===== src/verilog/icd_map.vh =====
// constants for the instruction class decoder: register map, fields, codes
`ifndef ICD_MAP_VH
`define ICD_MAP_VH
// ****************************************************************
// register offsets (byte addresses)
// ****************************************************************
`define ICD_OFF_CTRL 12'h000
`define ICD_OFF_OPCODE 12'h004
`define ICD_OFF_CLASS 12'h008
`define ICD_OFF_MODE 12'h00C
`define ICD_OFF_OPER 12'h010
`define ICD_OFF_FLAGS 12'h014
`define ICD_OFF_ID 12'h018
// ****************************************************************
// fields
// ****************************************************************
`define ICD_CTRL_IRQ_BIT 0
`define ICD_CTRL_CCR_LSB 8
`define ICD_CTRL_RESET 32'h0000_0000
// ident value is arbitrary
`define ICD_ID_VALUE 32'h0000_1C0D
// ****************************************************************
// instruction classes (one-hot, none is all zero)
// ****************************************************************
`define ICD_CL_NONE 6'h00
`define ICD_CL_BITBR 6'h01
`define ICD_CL_BITSC 6'h02
`define ICD_CL_BRANCH 6'h04
`define ICD_CL_RMW 6'h08
`define ICD_CL_CTRL 6'h10
`define ICD_CL_REGMEM 6'h20
// ****************************************************************
// addressing modes
// ****************************************************************
`define ICD_M_UNDEF 4'h0
`define ICD_M_TEST_AND_BRANCH 4'h1
`define ICD_M_SET_CLEAR 4'h2
`define ICD_M_RELATIVE 4'h3
`define ICD_M_DIRECT 4'h4
`define ICD_M_IMPLIED 4'h5
`define ICD_M_PTR_BYTE 4'h6
`define ICD_M_PTR_NONE 4'h7
`define ICD_M_LITERAL 4'h8
`define ICD_M_FULL_ADDR 4'h9
`define ICD_M_PTR_WORD 4'hA
// ****************************************************************
// operand selection
// ****************************************************************
`define ICD_OP_NONE 2'h0
`define ICD_OP_ACC 2'h1
`define ICD_OP_INDEX 2'h2
`define ICD_OP_MEM 2'h3
`endif


===== src/verilog/icd_branch_cond.v =====
// branch condition evaluator for relative and bit-test branches
`timescale 1ns/1ps
module icd_branch_cond (
    // opcode and condition sources
    input wire [7:0] opcode,
    input wire [7:0] mem_byte,
    input wire [4:0] ccr,
    input wire irq_level,
    // result
    output reg taken,
    output reg tested_bit
);
// ****************************************************************
// condition evaluation
// ****************************************************************
// ccr layout: [4]=half carry [3]=mask [2]=negative [1]=zero [0]=carry
wire c = ccr[0];
wire z = ccr[1];
wire n = ccr[2];
wire i = ccr[3];
wire h = ccr[4];
reg raw;
always @* begin
    tested_bit = mem_byte[opcode[3:1]];
    raw = 1'b0;
    if (opcode[7:4] == 4'h0) begin
        // odd row clears, even row sets
        taken = opcode[0] ? ~tested_bit : tested_bit;
    end else begin
        case (opcode[3:1])
            3'h0: raw = 1'b1;
            3'h1: raw = ~(c | z);
            3'h2: raw = ~c;
            3'h3: raw = ~z;
            3'h4: raw = ~h;
            3'h5: raw = ~n;
            3'h6: raw = ~i;
            default: raw = ~irq_level;
        endcase
        // odd opcode inverts the sense of each pair
        taken = opcode[0] ? ~raw : raw;
    end
end
endmodule // icd_branch_cond


===== src/verilog/icd_decoder.v =====
// instruction class decoder with apb register access
// Functional notes
// - register/memory ops pair accumulator or index with a memory operand
// - jump and jump-subroutine use only an effective address
// - read-modify-write ops write the altered value back to its source
// - negative-or-zero check never writes back
// - relative branches are two bytes; untaken falls through
// - branches on irq pin low and high exist
// - branches on mask clear/set besides carry, zero, negative, half
// - bit set/clear reaches any bit in the lowest 256 bytes
// - each bit op is one opcode with bit number inside it
// - bit test-and-branch copies the tested bit into carry
// - bit branches exist for set and clear, bits zero to seven
// - column 0 test-and-branch, column 1 set/clear, row picks bit
// - subtract with borrow and plain subtract are both decoded
// - bit test ands accumulator with memory, no store
// - rotates pass through carry at both ends
// - control ops act on registers only
// - pointer modes add no, byte or word offset to index
// - relative offset added to pc only when condition true
// - direct addressing uses one byte, lowest 256 bytes
`timescale 1ns/1ps
`include "icd_map.vh"
module icd_decoder (
    // apb
    input wire pclk,
    input wire presetn,
    input wire psel,
    input wire penable,
    input wire pwrite,
    input wire [11:0] paddr,
    input wire [31:0] pwdata,
    output wire pready,
    output reg [31:0] prdata,
    output wire pslverr,
    // pin
    input wire irq_pin
);
// ****************************************************************
// pin synchroniser
// ****************************************************************
// the pin is asynchronous to pclk; only the second flop is read
reg irq_meta_reg;
reg irq_sync_reg;
always @(posedge pclk or negedge presetn) begin
    if (!presetn) begin
        irq_meta_reg <= 1'b0;
        irq_sync_reg <= 1'b0;
    end else begin
        irq_meta_reg <= irq_pin;
        irq_sync_reg <= irq_meta_reg;
    end
end
// ****************************************************************
// software registers
// ****************************************************************
reg [31:0] ctrl_reg;
reg [7:0] opcode_reg;
reg [15:0] oper_reg;
wire wr_en = psel & penable & pwrite;
wire [4:0] ccr = ctrl_reg[`ICD_CTRL_CCR_LSB+4:`ICD_CTRL_CCR_LSB];
// software can force the line high; the pin itself lands two edges late
wire irq_level = irq_sync_reg | ctrl_reg[`ICD_CTRL_IRQ_BIT];
always @(posedge pclk or negedge presetn) begin
    if (!presetn) begin
        ctrl_reg <= `ICD_CTRL_RESET;
        opcode_reg <= 8'h00;
        oper_reg <= 16'h0000;
    end else if (wr_en) begin
        if (paddr == `ICD_OFF_CTRL) begin
            // unmapped ctrl bits are dropped so they read back as zero
            ctrl_reg <= pwdata & 32'hFF00_1F01;
        end else if (paddr == `ICD_OFF_OPCODE) begin
            opcode_reg <= pwdata[7:0];
        end else if (paddr == `ICD_OFF_OPER) begin
            oper_reg <= pwdata[15:0];
        end
    end
end
// ****************************************************************
// decode
// ****************************************************************
wire [3:0] col = opcode_reg[7:4];
wire [3:0] row = opcode_reg[3:0];
reg [5:0] cls;
reg [3:0] mode;
reg [1:0] src;
reg [1:0] bytes;
reg writes_back;
reg uses_mem;
reg blank;
reg sub_plain;
reg sub_borrow;
// every field but blank defaults to the blank-opcode value: class zero, no effects
always @* begin
    cls = `ICD_CL_NONE;
    mode = `ICD_M_UNDEF;
    src = `ICD_OP_NONE;
    bytes = 2'd1;
    writes_back = 1'b0;
    uses_mem = 1'b0;
    blank = 1'b0;
    sub_plain = 1'b0;
    sub_borrow = 1'b0;
    if (col == 4'h0) begin
        cls = `ICD_CL_BITBR;
        mode = `ICD_M_TEST_AND_BRANCH;
        src = `ICD_OP_MEM;
        bytes = 2'd3;
        uses_mem = 1'b1;
    end else if (col == 4'h1) begin
        cls = `ICD_CL_BITSC;
        mode = `ICD_M_SET_CLEAR;
        src = `ICD_OP_MEM;
        bytes = 2'd2;
        uses_mem = 1'b1;
        writes_back = 1'b1;
    end else if (col == 4'h2) begin
        cls = `ICD_CL_BRANCH;
        mode = `ICD_M_RELATIVE;
        bytes = 2'd2;
    end else if (col >= 4'h3 && col <= 4'h7) begin
        // column 4 row 2 is the unsigned product of index and accumulator
        if (row == 4'h1 || row == 4'h5 || row == 4'hB || row == 4'hE ||
            (row == 4'h2 && col != 4'h4)) begin
            blank = 1'b1;
        end else begin
            cls = `ICD_CL_RMW;
            writes_back = (row != 4'hD);
            if (col == 4'h3) begin
                mode = `ICD_M_DIRECT;
                src = `ICD_OP_MEM;
                bytes = 2'd2;
            end else if (col == 4'h4) begin
                mode = `ICD_M_IMPLIED;
                src = `ICD_OP_ACC;
            end else if (col == 4'h5) begin
                mode = `ICD_M_IMPLIED;
                src = `ICD_OP_INDEX;
            end else if (col == 4'h6) begin
                mode = `ICD_M_PTR_BYTE;
                src = `ICD_OP_MEM;
                bytes = 2'd2;
            end else begin
                mode = `ICD_M_PTR_NONE;
                src = `ICD_OP_MEM;
            end
            uses_mem = (src == `ICD_OP_MEM);
        end
    end else if (col == 4'h8 || col == 4'h9) begin
        if ((col == 4'h8 && (row <= 4'h1 || row == 4'h3 || row >= 4'hE)) ||
            (col == 4'h9 && row >= 4'h7 && row != 4'hE)) begin
            cls = `ICD_CL_CTRL;
            mode = `ICD_M_IMPLIED;
        end else begin
            blank = 1'b1;
        end
    end else begin
        // columns a..f: register/memory group
        if ((col == 4'hA && (row == 4'h7 || row == 4'hC || row == 4'hF))) begin
            blank = 1'b1;
        end else begin
            cls = `ICD_CL_REGMEM;
            uses_mem = 1'b1;
            if (col == 4'hA && row == 4'hD) begin
                // subroutine branch sits in the literal column
                mode = `ICD_M_RELATIVE;
                bytes = 2'd2;
                uses_mem = 1'b0;
            end else begin
                if (col == 4'hA) begin
                    mode = `ICD_M_LITERAL;
                    bytes = 2'd2;
                end else if (col == 4'hB) begin
                    mode = `ICD_M_DIRECT;
                    bytes = 2'd2;
                end else if (col == 4'hC) begin
                    mode = `ICD_M_FULL_ADDR;
                    bytes = 2'd3;
                end else if (col == 4'hD) begin
                    mode = `ICD_M_PTR_WORD;
                    bytes = 2'd3;
                end else if (col == 4'hE) begin
                    mode = `ICD_M_PTR_BYTE;
                    bytes = 2'd2;
                end else begin
                    mode = `ICD_M_PTR_NONE;
                end
            end
            if (row == 4'hC || row == 4'hD) begin
                src = `ICD_OP_NONE;
            end else if (row == 4'h3 || row >= 4'hE) begin
                src = `ICD_OP_INDEX;
            end else begin
                src = `ICD_OP_ACC;
            end
            // store ops write memory; compare and bit test never store
            writes_back = (row == 4'h7 || row == 4'hF);
            // borrow form also takes the carry flag off the accumulator
            sub_plain = (row == 4'h0);
            sub_borrow = (row == 4'h2);
        end
    end
end
// ****************************************************************
// branch condition
// ****************************************************************
// bit branches reuse the address byte as offset: one operand word
// carries only two instruction bytes
wire taken;
wire tested_bit;
icd_branch_cond u_cond (
    .opcode(opcode_reg),
    .mem_byte(oper_reg[15:8]),
    .ccr(ccr),
    .irq_level(irq_level),
    .taken(taken),
    .tested_bit(tested_bit)
);
// ****************************************************************
// effective address and result
// ****************************************************************
reg [15:0] ea;
reg [7:0] rel;
reg [4:0] ccr_out;
reg [7:0] result;
always @* begin
    ea = 16'h0000;
    rel = 8'h00;
    ccr_out = ccr;
    result = oper_reg[15:8];
    if (mode == `ICD_M_DIRECT || mode == `ICD_M_SET_CLEAR ||
        mode == `ICD_M_TEST_AND_BRANCH) begin
        ea = {8'h00, oper_reg[7:0]};
    end else if (mode == `ICD_M_FULL_ADDR) begin
        ea = oper_reg;
    end else if (mode == `ICD_M_PTR_NONE) begin
        ea = {8'h00, ctrl_reg[31:24]};
    end else if (mode == `ICD_M_PTR_BYTE) begin
        ea = {8'h00, ctrl_reg[31:24]} + {8'h00, oper_reg[7:0]};
    end else if (mode == `ICD_M_PTR_WORD) begin
        // the sum wraps at 16 bits, as the address bus does
        ea = oper_reg + {8'h00, ctrl_reg[31:24]};
    end
    if (cls == `ICD_CL_BRANCH || cls == `ICD_CL_BITBR) begin
        // offset added only on a true condition
        rel = taken ? oper_reg[7:0] : 8'h00;
    end
    if (cls == `ICD_CL_BITBR) begin
        ccr_out[0] = tested_bit;
    end else if (cls == `ICD_CL_BITSC) begin
        // bit number is in the opcode, sense from the row parity
        result[row[3:1]] = ~row[0];
    end else if (cls == `ICD_CL_RMW && row == 4'h9) begin
        result = {oper_reg[14:8], ccr[0]};
        ccr_out[0] = oper_reg[15];
    end else if (cls == `ICD_CL_RMW && row == 4'h6) begin
        result = {ccr[0], oper_reg[15:9]};
        ccr_out[0] = oper_reg[8];
    end else if (cls == `ICD_CL_CTRL && col == 4'h9) begin
        if (row == 4'h8) begin
            ccr_out[0] = 1'b0;
        end else if (row == 4'h9) begin
            ccr_out[0] = 1'b1;
        end else if (row == 4'hA) begin
            ccr_out[3] = 1'b0;
        end else if (row == 4'hB) begin
            ccr_out[3] = 1'b1;
        end
    end
end
// ****************************************************************
// apb read path
// ****************************************************************
assign pready = 1'b1;
assign pslverr = 1'b0;
always @(posedge pclk or negedge presetn) begin
    if (!presetn) begin
        prdata <= 32'h0000_0000;
    // captured in the setup cycle so the word stands through the access
    end else if (psel && !penable && !pwrite) begin
        if (paddr == `ICD_OFF_CTRL) begin
            prdata <= ctrl_reg;
        end else if (paddr == `ICD_OFF_OPCODE) begin
            prdata <= {24'h000000, opcode_reg};
        end else if (paddr == `ICD_OFF_CLASS) begin
            prdata <= {16'h0000, 7'h00, blank, 2'h0, cls};
        end else if (paddr == `ICD_OFF_MODE) begin
            prdata <= {8'h00, rel, 2'h0, sub_borrow, sub_plain,
                       writes_back, uses_mem, bytes, 2'h0, src, mode};
        end else if (paddr == `ICD_OFF_OPER) begin
            prdata <= {16'h0000, oper_reg};
        end else if (paddr == `ICD_OFF_FLAGS) begin
            prdata <= {3'h0, taken, 4'h0, result, ea[7:0], 3'h0, ccr_out};
        end else if (paddr == `ICD_OFF_ID) begin
            prdata <= `ICD_ID_VALUE;
        end else begin
            prdata <= 32'h0000_0000;
        end
    end
end
endmodule // icd_decoder


===== config.mk =====
export PLATFORM = sky130hd
export DESIGN_NAME = icd_decoder
export DESIGN_NICKNAME = d
export VERILOG_FILES = /design/src/verilog/icd_branch_cond.v /design/src/verilog/icd_decoder.v
export VERILOG_INCLUDE_DIRS = /design/src /design/src/verilog
export SDC_FILE = /design/constraint.sdc
export NUM_CORES = 1
export LEC_CHECK = 0
export ABC_AREA = 1
export BUFFER_PORTS_ARGS = -buffer_cell sky130_fd_sc_hd__buf_2
export CORE_ASPECT_RATIO = 1.4
export CORE_UTILIZATION = 50
export CTS_CLUSTER_SIZE = 30
export DETAILED_ROUTE_END_ITERATION = 6
export PLACE_DENSITY = 0.72
export SLEW_MARGIN = 15
export SYNTH_ARGS = -nofsm -noshare
export SYNTH_HDL_FRONTEND = slang
export SYNTH_HIERARCHICAL = 1
export SYNTH_SLANG_ARGS = --single-unit

===== constraint.sdc =====
create_clock -name pclk -period 3 [get_ports pclk]
set_input_delay 0.6 -clock pclk [delete_from_list [all_inputs] [get_ports pclk]]
set_output_delay 0.6 -clock pclk [all_outputs]
set_load 0.03 [all_outputs]

== After elaboration in Yosys (flattened, before gate mapping) ==
Cells that the tools add are included.
Widths: inputs -> output; s select.

* Register bits: 72
* Input bits: 50
* Output and inout bits: 34
* Logic and storage cells: 263

* $add $sub $neg: 2
* Magnitude comparators: 7
* Equal/unequal tests: 55
* Muxes and demuxes: 139
* Bitwise gates (word level): 16
* Reductions and logical operators: 38

{| class="wikitable"
|+ Operators by type and width
! kind !! number
|-
| $mux 29 || 5
|-
| $mux 8 || 11
|-
| $mux 2 || 36
|-
| $eq 4x4->1 const B || 17
|-
| $mux 1 || 60
|-
| $mux 4 || 12
|-
| $eq 12x5->1 const B || 3
|-
| $eq 4x3->1 const B || 9
|-
| $mux 6 || 6
|-
| $mux 32 || 1
|-
| $eq 12x4->1 const B || 2
|-
| $eq 4x2->1 const B || 5
|-
| $add 8x8->8 || 2
|-
| $logic_or 1x1->1 || 16
|-
| $logic_and 1x1->1 || 13
|-
| $mux 13 || 1
|-
| $eq 12x3->1 const B || 1
|-
| $eq 4x1->1 const B || 3
|-
| $logic_not 12->1 || 1
|-
| $not 1->1 || 12
|-
| $eq 3x3->1 const B || 3
|-
| $bwmux 8 || 1
|-
| $logic_not 4->1 || 2
|-
| $ne 4x4->1 const B || 2
|-
| 28 further kinds || 33
|}

== Depth between registers and ports, before layout ==
Gate-level depths: netlist of run 1.

* Word-level depth: 25
* Mapped depth: 21
* Mapped depth without buffers: 21

== Hierarchy ==
Netlist of run 1, hierarchy kept.

{| class="wikitable"
|+ Modules (own cells, without submodules)
! module !! instances !! cells an instance !! area an instance (µm²) !! seq. area each (µm²)
|-
| icd_decoder || 1 || 742 || 4993.5 || 1801.7
|-
| icd_branch_cond || 1 || 51 || 221.5 || 0.0
|}

== Worst setup path after synthesis of run 1 ==
Ideal clock, no wire load.

* Kind: in2reg
* From: input paddr[7]
* To: register ctrl_reg[24]
* Library setup time: 0.130 ns
* Data arrival time: 2.043 ns
* Data required time: 2.870 ns
* Slack: 0.826 ns
* Stages: 9
* Path buffers: 1
* Cell sequence: nor2_1 -> inv_1 -> nor3_1 -> nand2_1 -> nor2_1 -> nand2_1 -> clkbuf_1 -> nor2_1 -> a21oi_1

* Cells in the longest elaborated chain, start to end: 2

{| class="wikitable"
|+ Ends and longest elaborated chain
! element !! line !! RTL
|-
| from (decl) || icd_decoder.v:31 || <nowiki>input wire [11:0] paddr,</nowiki>
|-
| $logic_not 12->1 (no line) || -- ||
|-
| $reduce_and 2->1 (no line) || -- ||
|-
| to (signal assigned) || icd_decoder.v:66 || <nowiki>ctrl_reg <= `ICD_CTRL_RESET;</nowiki>
|-
| to (signal assigned) || icd_decoder.v:72 || <nowiki>ctrl_reg <= pwdata & 32'hFF00_1F01;</nowiki>
|-
| to (decl) || icd_decoder.v:57 || <nowiki>reg [31:0] ctrl_reg;</nowiki>
|}

No other way between the ends.
A chain may end at the register's enable or synchronous reset.

== Worst setup path in the final report of run 1 ==
* From: register opcode_reg[3]
* To: register prdata[11]

* Cells in the longest elaborated chain, start to end: 23
* Elaborated cells on any way between the ends: 67
* Those cells by class: order compare: 3; eq/ne: 19; mux: 27; reduce/logical: 18

{| class="wikitable"
|+ Ends and longest elaborated chain
! element !! line !! RTL
|-
| from (decl) || icd_decoder.v:58 || <nowiki>reg [7:0] opcode_reg;</nowiki>
|-
| from (signal assigned) || icd_decoder.v:74 || <nowiki>opcode_reg <= pwdata[7:0];</nowiki>
|-
| $le 4x1->1 / $eq 4x2->1 (equally long branches) || icd_decoder.v:151 || <nowiki>if ((col == 4'h8 && (row <= 4'h1 || row == 4'h3 || row >= 4'hE)) ||</nowiki>
|-
| $logic_or 1x1->1 (2 in a row) || icd_decoder.v:151 ||
|-
| $logic_and 1x1->1 || icd_decoder.v:151 ||
|-
| $logic_or 1x1->1 || icd_decoder.v:151 ||
|-
| $mux 3 || icd_decoder.v:151 ||
|-
| $mux 4 || icd_decoder.v:150 || <nowiki>end else if (col == 4'h8 || col == 4'h9) begin</nowiki>
|-
| $mux 4 || icd_decoder.v:122 || <nowiki>end else if (col >= 4'h3 && col <= 4'h7) begin</nowiki>
|-
| $mux 4 || icd_decoder.v:118 || <nowiki>end else if (col == 4'h2) begin</nowiki>
|-
| [... 6 more ...] || -- ||
|-
| $mux 8 || icd_decoder.v:235 || <nowiki>end else if (mode == `ICD_M_FULL_ADDR) begin</nowiki>
|-
| $mux 8 || icd_decoder.v:232 || <nowiki>if (mode == `ICD_M_DIRECT || mode == `ICD_M_SET_CLEAR ||</nowiki>
|-
| $mux 29 || icd_decoder.v:293 || <nowiki>end else if (paddr == `ICD_OFF_FLAGS) begin</nowiki>
|-
| $mux 29 || icd_decoder.v:291 || <nowiki>end else if (paddr == `ICD_OFF_OPER) begin</nowiki>
|-
| $mux 29 * || icd_decoder.v:288 || <nowiki>end else if (paddr == `ICD_OFF_MODE) begin</nowiki>
|-
| $mux 29 * || icd_decoder.v:286 || <nowiki>end else if (paddr == `ICD_OFF_CLASS) begin</nowiki>
|-
| $mux 29 * || icd_decoder.v:284 || <nowiki>end else if (paddr == `ICD_OFF_OPCODE) begin</nowiki>
|-
| $mux 32 * || icd_decoder.v:282 || <nowiki>if (paddr == `ICD_OFF_CTRL) begin</nowiki>
|-
| to (signal assigned) || icd_decoder.v:283 || <nowiki>prdata <= ctrl_reg;</nowiki>
|-
| to (signal assigned) || icd_decoder.v:285 || <nowiki>prdata <= {24'h000000, opcode_reg};</nowiki>
|-
| to (signal assigned) || icd_decoder.v:287 || <nowiki>prdata <= {16'h0000, 7'h00, blank, 2'h0, cls};</nowiki>
|-
| to (decl) || icd_decoder.v:34 || <nowiki>output reg [31:0] prdata,</nowiki>
|}

Mark *: on every way between the ends. The rest lies on a longest branch, timed or not.

==> summary.md, run 1 <==
| Metric | Value |
|---|---|
| Outcome | finished clean |
| Area Overhead vs Synth | 17.0% |
| Yosys top cell by area | dfrtp_1 |
| Crit. End Element | register |
| #FFs+latches synth | 72 |
| Worst slew pin tran | 834 ps |
| CP Data Required Time | 3230 ps |
| Max reg flops | 32 |
| Peak fanout along the critical path | 11 |
| Global-route wire length before repair | 28200 um |
| Post-synth top area share | 34.5% |
| Cell count after synthesis | 793 |
| Initial Util | 52.1% |
| WS Path Type | reg -> reg |
| Dpl hpwl | 14900 um |
| Crit start category | register |
| Tcrit/Tclk final | 91.9% |
| Net count, final | 933 |
| Clk_lat worst skew | 340 ps |
| Die Ht | 123 um |
| Top FF cell, synth | dfrtp_1 |
| Share of cells above drive strength 1 | 17.5% |
| Post-synth top cells | 217 x nand2_1, 103 x inv_1, 86 x o21ai_0 |
| Most common cell in the netlist | nand2_1 |
| Synth unique cells | 46 |
| Hold Fails Final Rpt | 0 |
| All-Layer GR Usage | 35.7% |
| Avg WL per Cell | 18.1 um |
| F_max | 363 MHz |
| Max cap viols | 0 |
| Async set-or-reset flop fraction in the synthesized netlist | 100% |
| Accumulated negative setup slack | 0 ps |
| # fillers | 957 |
| Pwr Density | 364 mW/mm^2 |
| N_diodes | 0 |
| Largest net degree at the start of global routing | 38 |
| Vias | 5803 |
| H-tree depth | 3 |
| Post-Syn Area | 0.00522 mm^2 |
| Hold crit path type | in -> async |
| Final setup fails | 0 |
| Total CTS buffers | 9 |
| Resize count post-CTS | 0 |
| YS warnings | 6 |
| ANT nets after route | 0 |
| Overall Power | 2220 uW |
| Post-synth net total | 851 |
| Drt pass-1 iters | 7 |
| Port Buffer Count | 73 |
| Die Area | 0.0108 mm^2 |
| Number of synthesized flops with an enable pin | 0 |
| Post-Place Cells | 999 |
| Post-CTS setup buffers | 0 |
| RSZ-0062 raised after global routing | false |
| Ranking of synthesized cells by area | dfrtp_1 35%, nand2_1 16%, o21ai_0 8.3% |
| Initial antenna violation count | 0 |
| Die W | 88.3 um |
| GP Congestion | 1.03 |
| CTS tree | yes |
| Remaining global-route overflow | 0 |
| Standard-cell rows | 43 |
| Slew Viols, Final | 0 |
| DR iter-0 viols | 559 |
| Data arrival, critical path | 2990 ps |
| Worst VDD drop | 359 uV |
| Clock Sinks | 72 |
| Core ar. | 0.0100 mm^2 |
| CTS root buf | clkbuf_16 |
| Clk buf depth | 2 |
| Clk_skew | 6.26 ps |
| Worst slew margin relative to its limit | 44.4% |
| Post-CTS Hold Buffers | 0 |
| Routed vias/inst | 5.72 |
| Worst-path clk slew | 60 ps |
| Residual DRC count | 0 |
| Sequential share of the synthesized area | 34.5% |
| Number of global-route vias before repair | 5415 |
| Fin cells | 1014 |
| Syn avg cell area | 6.58 um^2 |
| Total length of routed wires | 18400 um |
| Leak | 0.00307 uW |
| Minimum clock period after layout | 2760 ps |
| IO Pins | 84 |
-- metrics by stage --
step	instance area, um^2	hold WS (ps)	utilization (%)	setup WS [ps]
after detailed placement	5800	357	57.9	236
final	6100	361	61.0	244
after global placement	5800	341	57.9	268
after CTS	6090	360	60.9	208
after global routing	6100	362	61.0	15.7
after floorplan	5220	304	-	826
-- area by class of cell --
cell class                      instances  area, um^2  share of cell area, %
Inverter                              122         459                   7.53
Multi-Input combinational cell        577        2850                   46.6
Timing Repair Buffer                   93         528                   8.65
Tap cell                              135         169                   2.77
Sequential cell                        72        1800                   29.6
Clock buffer                           10         239                   3.92
Clock inverter                          5        57.6                  0.943
-- routing by layer --
layer  part of all wire [%]  global-route usage, %  routed length, um
met3                    6.9                   6.72               1260
met4                    6.6                   22.3               1210
met1                     39                   42.9               7200
met2                     47                   58.1               8730
met5                      0                      0                  0
-- cell families (layout without fill, tap and decap cells) --
family | count (synthesis) | in the layout | synth area share [%]
AOI/OAI and AO/OA | 186 | 186 | 19.6
muxes | 7 | 7 | 1.51
xor gates and xnor gates | 6 | 6 | 1.01
buffers and inverters | 144 | 230 | 11.1
DFF | 72 | 72 | 34.5
other | 2 | 2 | 0.144
adders and majority gates | 8 | 8 | 2.06
and+or+nand+nor | 368 | 368 | 30.1
-- power breakdown --
group	internal (uW)	total [uW]	leakage (uW)	switching, uW
Sequential	986	995	0.000967	8.99
Clock	661	1070	0.000148	406
Combinational	49.0	157	0.00196	108
Total	1700	2220	0.00307	523
-- worst max-delay path: stages, from the launching register on --
cell and delay, ps:
dfrtp_1 610, nand2_1 190, inv_2 120, nand2_1 130, nand2_1 100, nand2_1 70, nand2_1 80, inv_2 50
nand2_1 50, nand2_1 80, a21oi_2 240, nand3_2 240, clkinv_2 140, nand2_1 60, nand2_1 70, nand3_1 60
nand2_1 90, nand2_1 50, a21oi_1 160, nor2_1 60
-- final timing paths --
path                               start       endpoint  slack, ps  depth (start not counted)
min in group pclk                irq_pin   irq_meta_reg        370                          1
setup / recovery           opcode_reg[3]     prdata[11]        240                         19
max in group asynchronous        presetn  opcode_reg[2]       1960                          2
hold / removal                   presetn      prdata[2]        360                          1
setup reg to reg           opcode_reg[3]     prdata[11]        240                         19
hold reg to reg             irq_meta_reg   irq_sync_reg        370                          0
-- layout by cell type (no fill, tap or decap), types with 2 or more instances in the layout --
cell type  count
nand2_1      217
inv_1        103
o21ai_0       84
buf_2         73
dfrtp_1       71
nor2_1        62
nand3_1       41
a21oi_1       41
o21ai_1       31
buf_4         19
inv_2         17
nor3_1        14
nand4_1       11
clkbuf_16      9
mux2_2         7
ha_1           7
nand2_2        6
o211ai_1       6
a22oi_1        5
nor2_2         4
xnor2_1        4
o22ai_1        3
o221ai_1       3
clkinv_2       3
a32o_1         3
nor4_1         2
nor2_4         2
a21oi_2        2
xor2_1         2
nand3_2        2
a21boi_0       2
a221oi_1       2
conb_1         2
clkinv_4       2
(Power assumes the default switching activity.)
==> run 2: changes to the inputs <==
--- a/config.mk
+++ b/config.mk
@@ -9,10 +9,9 @@
 export ABC_AREA = 1
 export BUFFER_PORTS_ARGS = -buffer_cell sky130_fd_sc_hd__buf_2
 export CORE_ASPECT_RATIO = 1.4
-export CORE_UTILIZATION = 50
+export CORE_UTILIZATION = 30
 export CTS_CLUSTER_SIZE = 30
 export DETAILED_ROUTE_END_ITERATION = 6
-export PLACE_DENSITY = 0.72
 export SLEW_MARGIN = 15
 export SYNTH_ARGS = -nofsm -noshare
 export SYNTH_HDL_FRONTEND = slang
==> run 2 against run 1 <==
Combinational power about the same. Sequential power about the same. Global-route usage down 14 points. Count of clock-buffer cells in the layout up 1. Register-to-register slack about the same. First-iteration DRC count down 16%. Power down 3.8%. Non-clock buffer count up 3. Final cell count up 10%. Largest power group is now registers.
==> summary.md, run 2 (synthesis gave the netlist of run 1 again) <==
| Metric | Value |
|---|---|
| Commonest cells after routing, fill and taps aside | 217 x nand2_1, 103 x inv_1, 86 x o21ai_0, 72 x buf_2, 71 x dfrtp_1 |
| Clk_skew | 5.01 ps |
| Standard-cell rows | 56 |
| Largest net degree at the start of global routing | 73 |
| RSZ-0062 raised after global routing | false |
| Max stage delay cell, worst path | dfrtp_1 |
| Hold crit path type | reg -> reg |
| Area Overhead vs Synth | 19.1% |
| Post-CTS Hold Buffers | 0 |
| GR Util met1 | 25.8% |
| Total CTS buffers | 9 |
| Die W | 113 um |
| Overall Power | 2130 uW |
| GR Layer Usage met2 | 37.6% |
| Max cap viols | 0 |
| Core ar. | 0.0169 mm^2 |
| Die Area | 0.0179 mm^2 |
| Worst-path clk slew | 60 ps |
| Fin Hold WS | 349 ps |
| Peak fanout along the critical path | 7 |
| Minimum clock period after layout | 2770 ps |
| Placed Area | 0.00592 mm^2 |
| Most used routing layer | met2 |
| DR iter-0 viols | 468 |
| Crit start category | register |
| F_max | 362 MHz |
| Routed vias/inst | 5.02 |
| Accumulated negative setup slack | 0 ps |
| Total length of routed wires | 18600 um |
| Vias | 5597 |
| GP Congestion | 1.02 |
| Dpl hpwl | 14900 um |
| Clk_lat worst skew | 340 ps |
| Met3 Use GR | 3.52% |
| Pwr Density | 344 mW/mm^2 |
| Tcrit/Tclk final | 92.2% |
| Final setup fails | 0 |
| Net count, final | 936 |
| Worst-path cell chain | inv_1 > nor2_1 > nand2_1 > nand2_1 > o21ai_0 > nand2_1 > nand2_1 > nand3_1 > o21ai_1 > o21ai_1 > o21ai_1 > a21oi_1 > o21ai_1 |
| Drt pass-1 iters | 6 |
| Clock Sinks | 72 |
| Initial Util | 30.9% |
| Slew Viols, Final | 0 |
| Outcome | finished clean |
| N_diodes | 0 |
| All-Layer GR Usage | 21.7% |
| Port Buffer Count | 73 |
| Crit. End Element | register |
| Worst VDD drop | 221 uV |
| Initial antenna violation count | 0 |
| Most common library cell in the layout ignoring fill and taps | nand2_1 |
| Die Ht | 158 um |
| Hold Fails Final Rpt | 0 |
| CTS root buf | clkbuf_16 |
| Worst slew pin tran | 939 ps |
| Worst slew margin relative to its limit | 37.4% |
| Remaining global-route overflow | 0 |
| Max reg flops | 32 |
| Post-layout util | 36.8% |
| Share of cells above drive strength 1 | 17.7% |
| WS Path Type | reg -> reg |
| Data arrival, critical path | 3040 ps |
| Final instance area | 0.00621 mm^2 |
| Number of global-route vias before repair | 5391 |
| Max incr delay on CP | 460 ps |
| CP Data Required Time | 3270 ps |
| Residual DRC count | 0 |
| Clk buf depth | 2 |
| CTS tree | yes |
| Global-route wire length before repair | 29200 um |
| ANT nets after route | 0 |
| H-tree depth | 3 |
| Avg WL per Cell | 16.6 um |
| Leak | 0.00306 uW |
| IO Pins | 84 |
==> run 2: changes by cell type in the layout (fill, tap and decap cells not counted), sizes merged <==
cell	delta
buf	+3
bufinv	-1
clkinv	-1
clkbuf	+1
clkinvlp	+2
==> run 2: worst paths after layout <==
path,start,to,slack (ps),cells after the start
hold / removal,irq_meta_reg,irq_sync_reg,350,0
hold reg to reg,irq_meta_reg,irq_sync_reg,350,0
setup reg to reg,opcode_reg[2],prdata[13],230,13
min in group asynchronous,presetn,ctrl_reg[25],400,1
setup / recovery,opcode_reg[2],prdata[13],230,13
max in group asynchronous,presetn,opcode_reg[3],1930,1
==> run 2: final cells by class <==
| class | instances | area (um^2) |
|---|---|---|
| Timing Repair Buffer | 96 | 541 |
| Multi-Input combinational cell | 577 | 2850 |
| Inverter | 122 | 459 |
| Fill cell | 1895 | 10700 |
| Tap cell | 232 | 290 |
| Clock buffer | 11 | 233 |
| Sequential cell | 72 | 1800 |
| Clock inverter | 5 | 33.8 |
==> run 2: per-layer routing <==
metal,routed length (um),share of wire (%)
met5,0,0
met4,814,4.4
met3,859,4.6
met2,9120,49
met1,7760,42
==> run 2: critical path, delay by kind of cell, from the launching register on <==
family                 cells  cell delay, ps
AND/OR/NAND/NOR            6             900
flip-flops                 1             460
buffers and inverters      1             190
AO/OA/AOI/OAI              6            1130
==> run 2: report_power, final <==
part           internal, uW  leakage, uW  switching (uW)
Sequential              986     0.000967            7.51
Clock                   558     0.000126             424
Combinational          47.4      0.00197             111
==> run 2: through the flow <==
step	std cells	setup WS, ps
after global placement	1097	235
after detailed placement	1097	253
after floorplan	793	826
after global routing	1115	31.4
after CTS	1113	235
final	1115	235
==> run 2: timing repair <==
action / 4_1_cts / 5_1_grt
endpoints found under the setup margin: 0 / 7
buffers inserted: 0 / 2
gates resized for setup: 0 / 3
